### src/design/bus_pkg.sv
// Constants and types shared by the backplane requester and its strobe timer.
// Assumes a single 200 MHz clock; all times below are converted to cycles here.
package bus_pkg;

   typedef enum logic [1:0]
   {
      release_never_mode      = 2'b00,
      release_on_clear_mode   = 2'b01,
      release_on_request_mode = 2'b10,
      release_when_done_mode  = 2'b11
   } release_mode_type;

   typedef enum logic [2:0]
   {
      st_idle = 3'b000,
      st_req  = 3'b001,
      st_addr = 3'b010,
      st_data = 3'b011,
      st_done = 3'b100
   } master_state_type;

   ////////////////////////////////////////////////////////////////////////////////
   // Timing
   localparam int CLK_NS          = 5;
   localparam int ARB_GRANT_NS    = 40;
   localparam int ARB_DROP_NS     = 80;
   localparam int REQ_AFTER_AS_NS = 70;
   localparam int TAKE_BUS_NS     = 100;
   localparam int PASS_GRANT_NS   = 50;
   localparam int DONE_RELEASE_NS = 65;
   localparam int READ_DS_MIN_NS  = 10;
   localparam int WRITE_DS_MIN_NS = 100;
   localparam int TIMEOUT_US      = 200;

   localparam int ARB_GRANT_CYC    = ARB_GRANT_NS / CLK_NS;
   localparam int ARB_DROP_CYC     = ARB_DROP_NS / CLK_NS;
   localparam int REQ_AFTER_AS_CYC = REQ_AFTER_AS_NS / CLK_NS;
   localparam int TAKE_BUS_CYC     = TAKE_BUS_NS / CLK_NS;
   localparam int PASS_GRANT_CYC   = PASS_GRANT_NS / CLK_NS;
   localparam int DONE_RELEASE_CYC = DONE_RELEASE_NS / CLK_NS;
   localparam int READ_DS_CYC      = (READ_DS_MIN_NS + CLK_NS - 1) / CLK_NS;
   localparam int WRITE_DS_CYC     = (WRITE_DS_MIN_NS + CLK_NS - 1) / CLK_NS;
   localparam int TIMEOUT_CYC      = TIMEOUT_US * 1000 / CLK_NS;

   ////////////////////////////////////////////////////////////////////////////////
   // Registers
   localparam logic [11:0] CTRL_ADDR    = 12'h000;
   localparam logic [11:0] STATUS_ADDR  = 12'h004;
   localparam int          MODE_LSB     = 0;
   localparam int          AM3_CTRL_BIT = 7;
   localparam int          ST_OWN_BIT   = 0;
   localparam int          ST_REQ_BIT   = 1;
   localparam int          ST_PASS_BIT  = 2;
   localparam int          ST_TMO_BIT   = 3;
   localparam int          ST_STATE_LSB = 4;
   localparam release_mode_type MODE_RESET = release_on_request_mode;

   ////////////////////////////////////////////////////////////////////////////////
   // Address modifier codes, bits 4..0 (bit 5 is left to the backplane pull-up)
   localparam logic [4:0] AM_SUP_PROG  = 5'h1E;
   localparam logic [4:0] AM_SUP_DATA  = 5'h1D;
   localparam logic [4:0] AM_USR_PROG  = 5'h1A;
   localparam logic [4:0] AM_USR_DATA  = 5'h19;
   localparam logic [4:0] AM_SUP_SHORT = 5'h0D;
   localparam logic [4:0] AM_USR_SHORT = 5'h09;
   localparam int         AM_BIT3      = 3;
   localparam logic [7:0] SHORT_IO_PAGE = 8'hFF;
   localparam int         FC_SUPER_BIT = 2;
   localparam int         FC_PROG_BIT  = 1;
   localparam logic [1:0] LEVEL_THREE   = 2'h3;

endpackage

### src/design/backplane_requester.sv
// Backplane arbiter, requester with four release modes, and master interface.
// Assumes processor and backplane inputs are synchronous to clk; lines
// ending in _n are active low; open-drain lines come as out/oe pairs.
//
// Notes on behaviour
// - Arbiter grants level three when bus idle.
// - Arbiter drops grant once bus-busy asserted.
// - Master interface enabled only after owning bus.
// - Request at jumpered level after processor strobe.
// - Busy bus stalls, or times out if enabled.
// - Take bus-busy once selected grant arrives.
// - Drive address, modifier, direction with address strobe, then data strobes.
// - Cycle stays open until acknowledge, error or timeout.
// - Pass grant on when bus not needed.
// - Other levels pass grant straight through.
// - Still owning means no new arbitration.
// - Never mode keeps bus until mode changes.
// - Clear mode releases only on bus clear or halt.
// - Request mode releases on any other request.
// - Reset selects release-on-request mode.
// - Done mode drops busy right after strobe.
// - Request/clear modes release only between cycles, in idle.
// - Modifier codes by privilege, space and range.
// - Jumpered, control bit 7 inverts modifier bit 3.
// - Top address page uses short I/O modifier.
// - Modifier bit 5 is never driven.
// - Data strobe delay differs for read, write.
// - Processor waits follow slave acknowledge time.
// - Arbiter works only as system controller.
`timescale 1ns/1ps
module backplane_requester
#(
   parameter int TIMEOUT_CYC = bus_pkg::TIMEOUT_CYC // Local timeout in cycles
)
(
   input  wire logic        clk,               // 200 MHz clock
   input  wire logic        reset,             // Synchronous, active high
   // APB
   input  wire logic        psel,              // Select
   input  wire logic        penable,           // Access phase
   input  wire logic        pwrite,            // Write
   input  wire logic [11:0] paddr,             // Byte address
   input  wire logic [31:0] pwdata,            // Write data
   output logic      [31:0] prdata,            // Read data
   output logic             pready,            // Ready
   output logic             pslverr,           // Unmapped address
   // Processor side
   input  wire logic        processor_address_strobe_n, // Processor strobe
   input  wire logic        cpu_vme_sel,       // Access targets backplane
   input  wire logic [23:1] cpu_addr,          // Processor address
   input  wire logic [2:0]  cpu_fc,            // Function code
   input  wire logic        cpu_read,          // 1 read, 0 write
   input  wire logic        cpu_uds_n,         // Upper data strobe
   input  wire logic        cpu_lds_n,         // Lower data strobe
   input  wire logic        cpu_halt_n,        // Processor halted
   output logic             cpu_dtack_n,       // Acknowledge to processor
   output logic             cpu_berr_n,        // Bus error to processor
   // Straps
   input  wire logic        system_controller, // Arbiter enable
   input  wire logic        request_level_jumper_a, // Level bit 0
   input  wire logic        request_level_jumper_b, // Level bit 1
   input  wire logic        modifier_bit_jumper, // 1: bit 3 from control
   input  wire logic        timeout_en,        // Local timeout enable
   // Arbitration
   input  wire logic [3:0]  request_in_n,      // Request lines, wire level
   output logic      [3:0]  request_out_n,     // Request drive value
   output logic      [3:0]  request_oe,        // Request drive enable
   input  wire logic [3:0]  grant_in_n,        // Grant-in daisy chain
   output logic      [3:0]  grant_out_n,       // Grant-out daisy chain
   output logic             level_three_grant_in_n, // Arbiter grant
   output logic             arb_grant_oe,      // Arbiter grant enable
   input  wire logic        busy_in_n,         // Bus-busy wire level
   output logic             busy_out_n,        // Bus-busy drive value
   output logic             busy_oe,           // Bus-busy drive enable
   input  wire logic        bus_clear_n,       // Bus clear
   // Master interface
   output logic      [23:1] vme_addr,          // Address
   output logic      [4:0]  vme_am,            // Modifier bits 4..0
   output logic             vme_write_n,       // Direction
   output logic             vme_as_n,          // Address strobe
   output logic             vme_ds0_n,         // Lower data strobe
   output logic             vme_ds1_n,         // Upper data strobe
   output logic             master_oe,         // Master lines enable
   input  wire logic        vme_dtack_n,       // Slave acknowledge
   input  wire logic        vme_berr_n         // Slave bus error
);

   localparam int ARB_CYC  = bus_pkg::ARB_GRANT_CYC;
   localparam int TAKE_CYC = bus_pkg::TAKE_BUS_CYC;
   localparam int PASS_CYC = bus_pkg::PASS_GRANT_CYC;
   localparam int REQ_CYC  = bus_pkg::REQ_AFTER_AS_CYC;

   bus_pkg::master_state_type state_q;
   bus_pkg::release_mode_type mode_q;
   logic        am3_ctrl_q;
   logic        own_q;
   logic        req_q;
   logic        pass_q;
   logic        arb_q;
   logic        tmo_q;
   logic [15:0] to_cnt_q;
   logic        ack_q;
   logic        berr_q;
   logic        ds_go;
   logic [1:0]  level;
   logic        need;
   logic        sel_grant;
   logic        others_req;
   logic        release_now;
   logic        timeout_hit;
   logic        apb_wr;
   logic        addr_ok;

   function automatic logic [4:0] am_code(input logic [23:1] a, input logic [2:0] fc,
                                          input logic jmp, input logic bit7);
      logic [4:0] c;
      if (a[23:16] == bus_pkg::SHORT_IO_PAGE)
         c = fc[bus_pkg::FC_SUPER_BIT] ? bus_pkg::AM_SUP_SHORT : bus_pkg::AM_USR_SHORT;
      else if (fc[bus_pkg::FC_SUPER_BIT])
         c = fc[bus_pkg::FC_PROG_BIT] ? bus_pkg::AM_SUP_PROG : bus_pkg::AM_SUP_DATA;
      else
         c = fc[bus_pkg::FC_PROG_BIT] ? bus_pkg::AM_USR_PROG : bus_pkg::AM_USR_DATA;
      if (jmp)
         c[bus_pkg::AM_BIT3] = !bit7;
      return c;
   endfunction

   ////////////////////////////////////////////////////////////////////////////////
   // Decode

   assign level       = {request_level_jumper_b, request_level_jumper_a};
   assign need        = !processor_address_strobe_n && cpu_vme_sel;
   assign sel_grant   = !grant_in_n[level];
   assign others_req  = |(~request_in_n & ~request_oe);
   assign timeout_hit = timeout_en && (to_cnt_q == 16'(TIMEOUT_CYC - 1));

   always_comb
   begin
      release_now = 1'b0;
      if (state_q == bus_pkg::st_idle)
      begin
         unique case (mode_q)
            bus_pkg::release_never_mode:      release_now = 1'b0;
            bus_pkg::release_on_clear_mode:   release_now = !bus_clear_n || !cpu_halt_n;
            bus_pkg::release_on_request_mode: release_now = others_req || !cpu_halt_n;
            bus_pkg::release_when_done_mode:  release_now = 1'b1;
         endcase
      end
      else if (mode_q == bus_pkg::release_when_done_mode && state_q != bus_pkg::st_req)
         release_now = !vme_as_n;
   end

   ////////////////////////////////////////////////////////////////////////////////
   // Registers over APB

   assign apb_wr  = psel && penable && pwrite;
   assign addr_ok = (paddr == bus_pkg::CTRL_ADDR) || (paddr == bus_pkg::STATUS_ADDR);
   assign pready  = 1'b1;
   assign pslverr = psel && penable && !addr_ok;

   always_ff @(posedge clk)
   begin
      if (reset)
      begin
         mode_q     <= bus_pkg::MODE_RESET;
         am3_ctrl_q <= 1'b0;
      end
      else if (apb_wr && paddr == bus_pkg::CTRL_ADDR)
      begin
         mode_q     <= bus_pkg::release_mode_type'(pwdata[bus_pkg::MODE_LSB +: 2]);
         am3_ctrl_q <= pwdata[bus_pkg::AM3_CTRL_BIT];
      end
   end

   always_ff @(posedge clk)
   begin
      if (reset)
         prdata <= 32'h0000_0000;
      else if (psel && !penable)
      begin
         prdata <= 32'h0000_0000;
         if (paddr == bus_pkg::CTRL_ADDR)
         begin
            prdata[bus_pkg::MODE_LSB +: 2]  <= mode_q;
            prdata[bus_pkg::AM3_CTRL_BIT]   <= am3_ctrl_q;
         end
         else if (paddr == bus_pkg::STATUS_ADDR)
         begin
            prdata[bus_pkg::ST_OWN_BIT]       <= own_q;
            prdata[bus_pkg::ST_REQ_BIT]       <= req_q;
            prdata[bus_pkg::ST_PASS_BIT]      <= pass_q;
            prdata[bus_pkg::ST_TMO_BIT]       <= tmo_q;
            prdata[bus_pkg::ST_STATE_LSB +: 3] <= state_q;
         end
      end
   end

   ////////////////////////////////////////////////////////////////////////////////
   // Level-three arbiter

   always_ff @(posedge clk)
   begin
      if (reset || !system_controller)
         arb_q <= 1'b0;
      else if (arb_q && !busy_in_n)
         arb_q <= 1'b0;
      else if (!request_in_n[bus_pkg::LEVEL_THREE] && busy_in_n)
         arb_q <= 1'b1;
   end

   assign level_three_grant_in_n = !arb_q;
   assign arb_grant_oe           = system_controller;

   ////////////////////////////////////////////////////////////////////////////////
   // Requester and grant chain

   always_ff @(posedge clk)
   begin
      if (reset)
         pass_q <= 1'b0;
      else if (!sel_grant)
         pass_q <= 1'b0;
      else if (!need && !req_q && state_q == bus_pkg::st_idle)
         pass_q <= 1'b1;
   end

   always_comb
   begin
      for (int i = 0; i < 4; i++)
         grant_out_n[i] = (2'(i) == level) ? !pass_q : grant_in_n[i];
   end

   always_ff @(posedge clk)
   begin
      if (reset)
         req_q <= 1'b0;
      else if (own_q || timeout_hit || state_q != bus_pkg::st_req)
         req_q <= 1'b0;
      else
         req_q <= 1'b1;
   end

   assign request_out_n = 4'h0;
   assign request_oe    = req_q ? (4'h1 << level) : 4'h0;

   always_ff @(posedge clk)
   begin
      if (reset)
         own_q <= 1'b0;
      else if (!own_q && state_q == bus_pkg::st_req && req_q && sel_grant && !pass_q)
         own_q <= 1'b1;
      else if (release_now)
         own_q <= 1'b0;
   end

   assign busy_out_n = 1'b0;
   assign busy_oe    = own_q;

   ////////////////////////////////////////////////////////////////////////////////
   // Master cycle

   always_ff @(posedge clk)
   begin
      if (reset)
         state_q <= bus_pkg::st_idle;
      else
      begin
         unique case (state_q)
            bus_pkg::st_idle:
               if (need)
                  state_q <= own_q ? bus_pkg::st_addr : bus_pkg::st_req;
            bus_pkg::st_req:
               if (timeout_hit)
                  state_q <= bus_pkg::st_done;
               else if (own_q)
                  state_q <= bus_pkg::st_addr;
            bus_pkg::st_addr:
               if (timeout_hit)
                  state_q <= bus_pkg::st_done;
               else if (ds_go)
                  state_q <= bus_pkg::st_data;
            bus_pkg::st_data:
               if (!vme_dtack_n || !vme_berr_n || timeout_hit)
                  state_q <= bus_pkg::st_done;
            bus_pkg::st_done:
               if (processor_address_strobe_n)
                  state_q <= bus_pkg::st_idle;
            default:
               state_q <= bus_pkg::st_idle;
         endcase
      end
   end

   always_ff @(posedge clk)
   begin
      if (reset || state_q == bus_pkg::st_idle || state_q == bus_pkg::st_done)
         to_cnt_q <= 16'h0000;
      else
         to_cnt_q <= to_cnt_q + 16'h0001;
   end

   always_ff @(posedge clk)
   begin
      if (reset)
         tmo_q <= 1'b0;
      else if (timeout_hit && state_q != bus_pkg::st_done)
         tmo_q <= 1'b1;
      else if (state_q == bus_pkg::st_req)
         tmo_q <= 1'b0;
   end

   always_ff @(posedge clk)
   begin
      if (reset || state_q == bus_pkg::st_idle)
      begin
         ack_q  <= 1'b0;
         berr_q <= 1'b0;
      end
      else if (state_q == bus_pkg::st_data && !vme_dtack_n)
         ack_q <= 1'b1;
      else if (state_q != bus_pkg::st_done && (timeout_hit || (state_q == bus_pkg::st_data
               && !vme_berr_n)))
         berr_q <= 1'b1;
   end

   assign cpu_dtack_n = !ack_q;
   assign cpu_berr_n  = !berr_q;

   always_ff @(posedge clk)
   begin
      if (reset)
      begin
         vme_addr    <= 23'h000000;
         vme_am      <= 5'h00;
         vme_write_n <= 1'b1;
      end
      else if (state_q != bus_pkg::st_addr && state_q != bus_pkg::st_data)
      begin
         vme_addr    <= cpu_addr;
         vme_am      <= am_code(cpu_addr, cpu_fc, modifier_bit_jumper, am3_ctrl_q);
         vme_write_n <= cpu_read;
      end
   end

   always_ff @(posedge clk)
   begin
      if (reset)
      begin
         vme_as_n  <= 1'b1;
         vme_ds0_n <= 1'b1;
         vme_ds1_n <= 1'b1;
         master_oe <= 1'b0;
      end
      else
      begin
         master_oe <= state_q == bus_pkg::st_addr || state_q == bus_pkg::st_data;
         vme_as_n  <= !(state_q == bus_pkg::st_addr || state_q == bus_pkg::st_data);
         vme_ds0_n <= !(state_q == bus_pkg::st_data && !cpu_lds_n);
         vme_ds1_n <= !(state_q == bus_pkg::st_data && !cpu_uds_n);
      end
   end

   strobe_delay ds_delay
   (
      .clk      (clk),
      .reset    (reset),
      .start    (!vme_as_n && state_q == bus_pkg::st_addr),
      .is_write (!vme_write_n),
      .ds_go    (ds_go)
   );

   ////////////////////////////////////////////////////////////////////////////////
   // Checks

   arb_grant_a : assert property (@(posedge clk) disable iff (reset)
      system_controller && !arb_q && !request_in_n[3] && busy_in_n |-> ##[1:ARB_CYC] arb_q)
      else $error("arbiter grant late");

   arb_drop_a : assert property (@(posedge clk) disable iff (reset)
      arb_q && !busy_in_n |=> !arb_q)
      else $error("arbiter grant held under busy");

   master_own_a : assert property (@(posedge clk) disable iff (reset)
      state_q == bus_pkg::st_addr && $past(state_q) != bus_pkg::st_addr |-> $past(own_q))
      else $error("master enabled without mastership");

   request_a : assert property (@(posedge clk) disable iff (reset)
      state_q == bus_pkg::st_idle && need && !own_q |-> ##[1:REQ_CYC] req_q)
      else $error("request not raised");

   take_bus_a : assert property (@(posedge clk) disable iff (reset)
      state_q == bus_pkg::st_req && req_q && sel_grant && !pass_q |-> ##[1:TAKE_CYC] busy_oe)
      else $error("bus-busy not taken");

   cycle_open_a : assert property (@(posedge clk) disable iff (reset)
      state_q == bus_pkg::st_data && vme_dtack_n && vme_berr_n && !timeout_hit
      |=> state_q == bus_pkg::st_data)
      else $error("cycle closed without answer");

   pass_grant_a : assert property (@(posedge clk) disable iff (reset)
      sel_grant && !need && !req_q && state_q == bus_pkg::st_idle
      |-> ##[1:PASS_CYC] !grant_out_n[level])
      else $error("grant not passed on");

   never_keep_a : assert property (@(posedge clk) disable iff (reset)
      mode_q == bus_pkg::release_never_mode && own_q |=> own_q)
      else $error("mastership dropped in never mode");

   done_release_a : assert property (@(posedge clk) disable iff (reset)
      mode_q == bus_pkg::release_when_done_mode && $fell(vme_as_n) ##1
      mode_q == bus_pkg::release_when_done_mode |-> !own_q)
      else $error("busy held after strobe");

   win_c : cover property (@(posedge clk) $rose(own_q));
   pass_c : cover property (@(posedge clk) $rose(pass_q));
   timeout_c : cover property (@(posedge clk) $rose(tmo_q));
   ack_c : cover property (@(posedge clk) $rose(ack_q));

endmodule

### src/design/strobe_delay.sv
// Delay from backplane address strobe to data strobes.
// Assumes start stays high for the whole strobe phase of a cycle.
`timescale 1ns/1ps
module strobe_delay
(
   input  wire logic clk,      // System clock
   input  wire logic reset,    // Synchronous reset
   input  wire logic start,    // Address strobe is asserted
   input  wire logic is_write, // Cycle direction
   output logic      ds_go     // Data strobes may assert
);

   localparam logic [4:0] READ_CNT  = 5'(bus_pkg::READ_DS_CYC);
   localparam logic [4:0] WRITE_CNT = 5'(bus_pkg::WRITE_DS_CYC);

   logic [4:0] cnt_q;

   always_ff @(posedge clk)
   begin
      if (reset || !start)
      begin
         cnt_q <= 5'h00;
         ds_go <= 1'b0;
      end
      else if (!ds_go)
      begin
         cnt_q <= cnt_q + 5'h01;
         ds_go <= (cnt_q + 5'h01) >= (is_write ? WRITE_CNT : READ_CNT);
      end
   end

   read_delay_a : assert property (@(posedge clk) disable iff (reset)
      $rose(start) && !is_write |-> !ds_go [*2] ##1 ds_go)
      else $error("read data strobe delay wrong");

endmodule

### config.mk
export PLATFORM = sky130hd
export DESIGN_NAME = backplane_requester
export DESIGN_NICKNAME = d
export VERILOG_FILES = /design/src/design/bus_pkg.sv /design/src/design/backplane_requester.sv /design/src/design/strobe_delay.sv
export SDC_FILE = /design/constraint.sdc
export NUM_CORES = 1
export LEC_CHECK = 0
export BUFFER_PORTS_ARGS = -buffer_cell sky130_fd_sc_hd__buf_2
export CAP_MARGIN = 0
export CORE_MARGIN = 4
export CORE_UTILIZATION = 43
export CTS_BUF_LIST = sky130_fd_sc_hd__clkbuf_4 sky130_fd_sc_hd__clkbuf_8
export CTS_CLUSTER_SIZE = 16
export DETAILED_ROUTE_END_ITERATION = 7
export GPL_ROUTABILITY_DRIVEN = 0
export PLACE_DENSITY = 0.83
export REMOVE_ABC_BUFFERS = 1
export SLEW_MARGIN = 5
export SYNTH_ARGS = -nofsm -noshare
export SYNTH_HDL_FRONTEND = slang
export SYNTH_SLANG_ARGS = --single-unit
### constraint.sdc
create_clock -name clk -period 1.49 [get_ports clk]
set_input_delay 0.0745 -clock clk [delete_from_list [all_inputs] [get_ports clk]]
set_output_delay 0.0745 -clock clk [all_outputs]
set_load 0.02 [all_outputs]
### Word level (Yosys, flattened, before mapping)

Cells that the tools add are included.

| word-level totals | value |
|---|---|
| register bits after elaboration | 76 |
| input bits | 98 |
| word-level logic and storage cells | 162 |

| operators by class | value |
|---|---|
| add/sub/neg operators | 2 |
| magnitude comparators | 2 |
| eq/ne operators | 22 |
| shifts and indexed selects | 1 |
| mux-type cells | 36 |
| bitwise operators | 4 |
| reductions and logical operators | 74 |

Operators with widths:

| operator | number |
|---|---|
| 3-bit two-way mux | 9 |
| 1-bit logical NOT | 26 |
| 1-bit logical AND | 24 |
| 16-bit by 1-bit adder with 16-bit output (second input constant) | 1 |
| 16-bit == test (second input constant) | 1 |
| 1-bit two-way mux | 15 |
| 5-bit two-way mux | 3 |
| 3-bit one-hot mux with 5 select lines | 1 |
| 1-bit logical OR | 13 |
| 12-bit by 3-bit == test with 1-bit output (second input constant) | 1 |
| 12-bit logical NOT | 1 |
| 3-bit by 2-bit != test with 1-bit output (second input constant) | 3 |
| 8-bit == test (second input constant) | 1 |
| 2-bit two-way mux | 4 |
| 4-bit inverter | 2 |
| 7-bit two-way mux | 1 |
| 3-bit by 2-bit == test with 1-bit output (second input constant) | 2 |
| 2-bit != test (second input constant) | 3 |
| 3-bit != test (second input constant) | 2 |
| 5-bit by 1-bit adder with 5-bit output (second input constant) | 1 |
| 5-bit >= comparator | 1 |
| 5-bit AND reduction | 1 |
| 4-bit AND | 1 |
| 2-bit == test (first input constant) | 2 |
| 18 further kinds | 22 |

### Depth between registers and ports, before layout

| depth | value |
|---|---|
| depth in word-level cells | 10 |
| depth in mapped cells | 7 |

### Cells and area by module

From an unflattened synthesis, not the netlist that was laid out.

| unflattened totals | value |
|---|---|
| cell total of the unflattened synthesis | 456 |
| area, all modules | 3,697.3 um2 |

Modules (own cells, without submodules):

| module | instances | cells an instance | area an instance (um2) | seq. area each (um2) |
|---|---|---|---|---|
| backplane_requester | 1 | 420 | 3,347.0 | 1,401.3 |
| strobe_delay | 1 | 36 | 350.3 | 120.1 |

### Least setup slack after synthesis

OpenSTA, ideal clock, no wires.

| path | value |
|---|---|
| path type | flip-flop to flip-flop |
| start point | register own_q, in the netlist busy_oe |
| end point | register own_q, in the netlist busy_oe |
| setup time | 0.086 ns |
| data arrival time | 1.532 ns |
| required time | 1.404 ns |
| slack | -0.128 ns |
| cell stages (with the launch flop) | 5 |
| clock period less this slack | 1.618 ns |
| cell sequence | dfxtp_1 -> or4b_2 -> nor4b_1 -> nor2_1 -> a211oi_1 |

| between the ends | value |
|---|---|
| word-level cells in the longest chain between the ends | 6 |
| elaborated cells on any way between the ends | 7 |
| classes of those cells | mux (1); reduce/logical (6) |

Ends and longest elaborated chain:

| element | RTL line | text |
|---|---|---|
| from (decl) | backplane_requester.sv:96 | `logic own_q;` |
| from (signal assigned) | backplane_requester.sv:249 | `own_q <= 1'b0;` |
| from (signal assigned) | backplane_requester.sv:251 | `own_q <= 1'b1;` |
| from (signal assigned) | backplane_requester.sv:253 | `own_q <= 1'b0;` |
| 1-bit logical NOT * | backplane_requester.sv:250 | `else if (!own_q && state_q == bus_pkg::st_req && req_q && sel_grant && !pass_q)` |
| 1-bit logical AND * (4 in series) | backplane_requester.sv:250 |  |
| 1-bit two-way mux / 2-bit nonzero test (equally long branches) | -- |  |

Mark *: on every way between the ends. The rest lies on a longest branch, timed or not.
A chain may end at the register's enable or synchronous reset.

### Worst setup path in the final report

| path | value |
|---|---|
| start point | register to_cnt_q[6] |
| end point | register to_cnt_q[15] |

| between the ends | value |
|---|---|
| word-level cells in the longest chain between the ends | 1 |

Ends and longest elaborated chain:

| element | RTL line | text |
|---|---|---|
| from (decl) | backplane_requester.sv:101 | `logic [15:0] to_cnt_q;` |
| from (signal assigned) | backplane_requester.sv:299 | `to_cnt_q <= to_cnt_q + 16'h0001;` |
| 16-bit by 1-bit adder with 16-bit output | backplane_requester.sv:299 |  |

No other way between the ends.

==> reports/results.tsv <==
metric	value	unit
ys_async_sr_fraction	0	%
detail_route.iter0.violations	136	
timing.setup.tns	-0.345	ns
placementRows	33	
fillers	698	
first_pass_iters	4	
yosys_warnings	0	
r2r_start	to_cnt_q[6]$_SDFF_PP0_	
synth.area.top_cells	dfxtp_1 42%, nand2_1 7.2%, buf_4 6.4%	
total_power	4.12	mW
setup_violations	8	
fin_nets	729	
maxSlewHeadroom	66.7	%
grt_pass1_wl	16.0	mm
crit_end	to_cnt_q[15]$_SDFF_PP0_	
netlist_area	3610	µm²
period_share	107	%
hold_violations	0	
dp_slack	-0.134	ns
wl	10.1	mm
drive_gt1_share	33.4	%
path_buf_inv	1	
start_util	44.2	%
route.detailed.drc	0	
antenna_cells	0	
yosysSeqAreaShare	42.1	%
synth_ff_type	dfxtp_1	
fmax	627	MHz
skew	0.00768	ns
cts_root_buf	clkbuf_8	
worst_pin_slew	0.495	ns
syn_to_final_growth	40.3	%
grtUsageTotal	20.0	%
htree_num_levels	3	
grt_max_degree	32	
cp_max_fo	6	
syn_inst	441	
cp_data_arrival_time	1.88	ns
p_leak	2.28	nW
floorplan.core_area	8180	µm²
failed_checks	negative setup slack	
synth_edf_count	0	
reg2reg_to	to_cnt_q[15]$_SDFF_PP0_	
crit_family	simple AND/OR/NAND/NOR gates	
vias_per_cell	5.01	
powerDensity	813	nW/µm²
die_area	9930	µm²
fin_crit	1.60	ns
hold_ws	0.0414	ns
startpoint_type	register	
synth_cell_types	54	
stdcell_count	733	
cp_slowest_cell	or4_4	
die_x	99.7	µm
cts_tree	yes	
worstSetupPathType	register to register	
cts.sinks	76	
clockBufferDepth	2	
synth_top_cell_area_share	42.1	%
r2r_slack	-0.11	ns
synth_seq_cells	76	
vias	3673	
cp_cell_sequence	buf_6 -> nand4_1 -> or4_4 -> or3_1 -> a21oi_2	
antenna_found_initial	0	
drv_slew	0	
cts_made_buffers	9	
insertion_delay	0.35	ns
wire_per_inst	13.8	µm
grt-ovfl-total	0	
die_h	99.7	µm
outcome	finished with violations	
ios	183	
cpPeakStageDelay	0.47	ns
netlist.top_cell.by_area	dfxtp_1	
setup_slack	-0.105	ns
dp_cells	679	
hp-class	primary input to register	
io_buffers	122	
required	1.78	ns
synth_area_per_cell	8.19	µm²
ant_nets	0	
hpwl	7.12	mm
critical_path_depth	5	
grt_pass1_vias	3503	
drv_cap	0	
startpoint	to_cnt_q[6]$_SDFF_PP0_	
r2r_cells	5	
clk_pin_slew_worst_paths	0.08	ns
worstSetupEndpointType	register	
rsz0062_at_grt	yes	
irDropWorstVdd	0.000369	V
-- layer usage --
layer	routed length (µm)	share of wire [%]	track usage, %	vias up
met5	0	0	0	-
met4	193	1.9	8.82	0
met3	643	6.3	4.56	14
met2	5240	52	35.3	128
met1	4060	40	23.0	1723
li1	-	-	-	1808
-- area by class of cell --
class,instances,area [µm²],share of cell area (%)
inverters,17,63.8,1.26
multi-input cells,325,1910,37.8
well taps,105,131,2.59
flip-flops and latches,76,1530,30.2
clock buffers,9,124,2.44
repair buffers,194,1250,24.6
clock inverters,7,58.8,1.16
-- through the flow --
stage	utilization [%]	cell area [µm²]
after global routing	62.0	5070
after global placement	53.9	4410
after detailed placement	53.9	4410
after floorplan	-	3410
final	62.0	5070
after CTS	61.4	5020
-- cells in the mapped netlist (all sizes together) (4+ instances only) --
| master | number |
|---|---|
| o21ai | 14 |
| and2 | 4 |
| nor4 | 5 |
| inv | 17 |
| nor2 | 42 |
| or2 | 4 |
| a21oi | 36 |
| nand2 | 69 |
| nand4 | 10 |
| a22o | 5 |
| nor2b | 4 |
| buf | 34 |
| xnor2 | 12 |
| dfxtp | 76 |
| ha | 8 |
| a211oi | 4 |
| nand3 | 11 |
| clkbuf | 17 |
| nor3 | 9 |
| xor2 | 5 |
| o31ai | 4 |
| or3 | 7 |
-- worst min path at each step --
stage                          startpoint                       to  slack [ns]  cells past startpoint
2_1_floorplan                       reset       ack_q$_SDFFE_PP0P_        0.14                      1
3_3_place_gp                    cpu_uds_n     vme_ds1_n$_SDFF_PP1_        0.26                      2
3_5_place_dp                    cpu_lds_n     vme_ds0_n$_SDFF_PP1_        0.27                      2
4_1_cts        processor_address_strobe_n  state_q[2]$_SDFFE_PP0P_        0.03                      3
5_1_grt        processor_address_strobe_n  state_q[2]$_SDFFE_PP0P_        0.04                      3
6_report       processor_address_strobe_n  state_q[2]$_SDFFE_PP0P_        0.04                      3
-- power breakdown --
| part | total (mW) | switching, mW | internal, mW |
|---|---|---|---|
| registers | 2.11 | 0.0325 | 2.08 |
| clock network | 1.43 | 0.810 | 0.623 |
| logic | 0.575 | 0.335 | 0.240 |
| total | 4.12 | 1.18 | 2.95 |
-- cell usage in the layout (no fill, tap or decap), types with 4 or more instances in the layout --
cell type,netlist,final
conb_1,2,30
o21ai_0,14,14
a21oi_1,36,34
dlygate4sd3_1,0,34
xnor2_1,12,12
nor3_1,8,7
clkbuf_8,0,9
dfxtp_1,76,69
nand4_1,10,10
buf_2,0,122
a22o_1,5,5
dfxtp_2,0,7
and2_1,4,4
ha_1,8,7
buf_4,31,35
nand2_1,69,68
inv_1,17,17
or2_2,4,4
o31ai_1,4,4
xor2_1,5,5
or3_1,7,6
nand3_1,10,10
nor2_1,42,39
-- state kept, by name (all words and copies together), names as in the netlist, 2 cells and up --
| register | flops |
|---|---|
| mode_q | 2 |
| ds_delay.cnt_q | 5 |
| prdata | 8 |
| state_q | 3 |
| to_cnt_q | 16 |
| vme_am | 5 |
| vme_addr | 23 |
-- cells by family after synthesis --
group / share of synthesized area [%]
AOI/OAI and AO/OA: 13.7
xor gates and xnor gates: 4.12
adders and majority gates: 2.77
buffers and inverters: 10.3
DFF: 42.1
muxes: 1.77
other: 0.208
and+or+nand+nor: 25.0
-- tightest hold or removal path: cells and delay by family --
kind | cells | cell delay (ns)
buffers and inverters | 1 | 0.11
AOI/OAI and AO/OA | 2 | 0.16
-- repair_timing --
item | 4_1_cts | 5_1_grt
gates resized for setup | 16 | 13
setup endpoints to repair | 11 | 19
endpoints found under the hold margin | 33 | 0
pin swaps | 7 | 5
hold buffers | 34 | 0
buffers inserted | 4 | 0
Note: power is estimated with default switching activity, not from simulation.
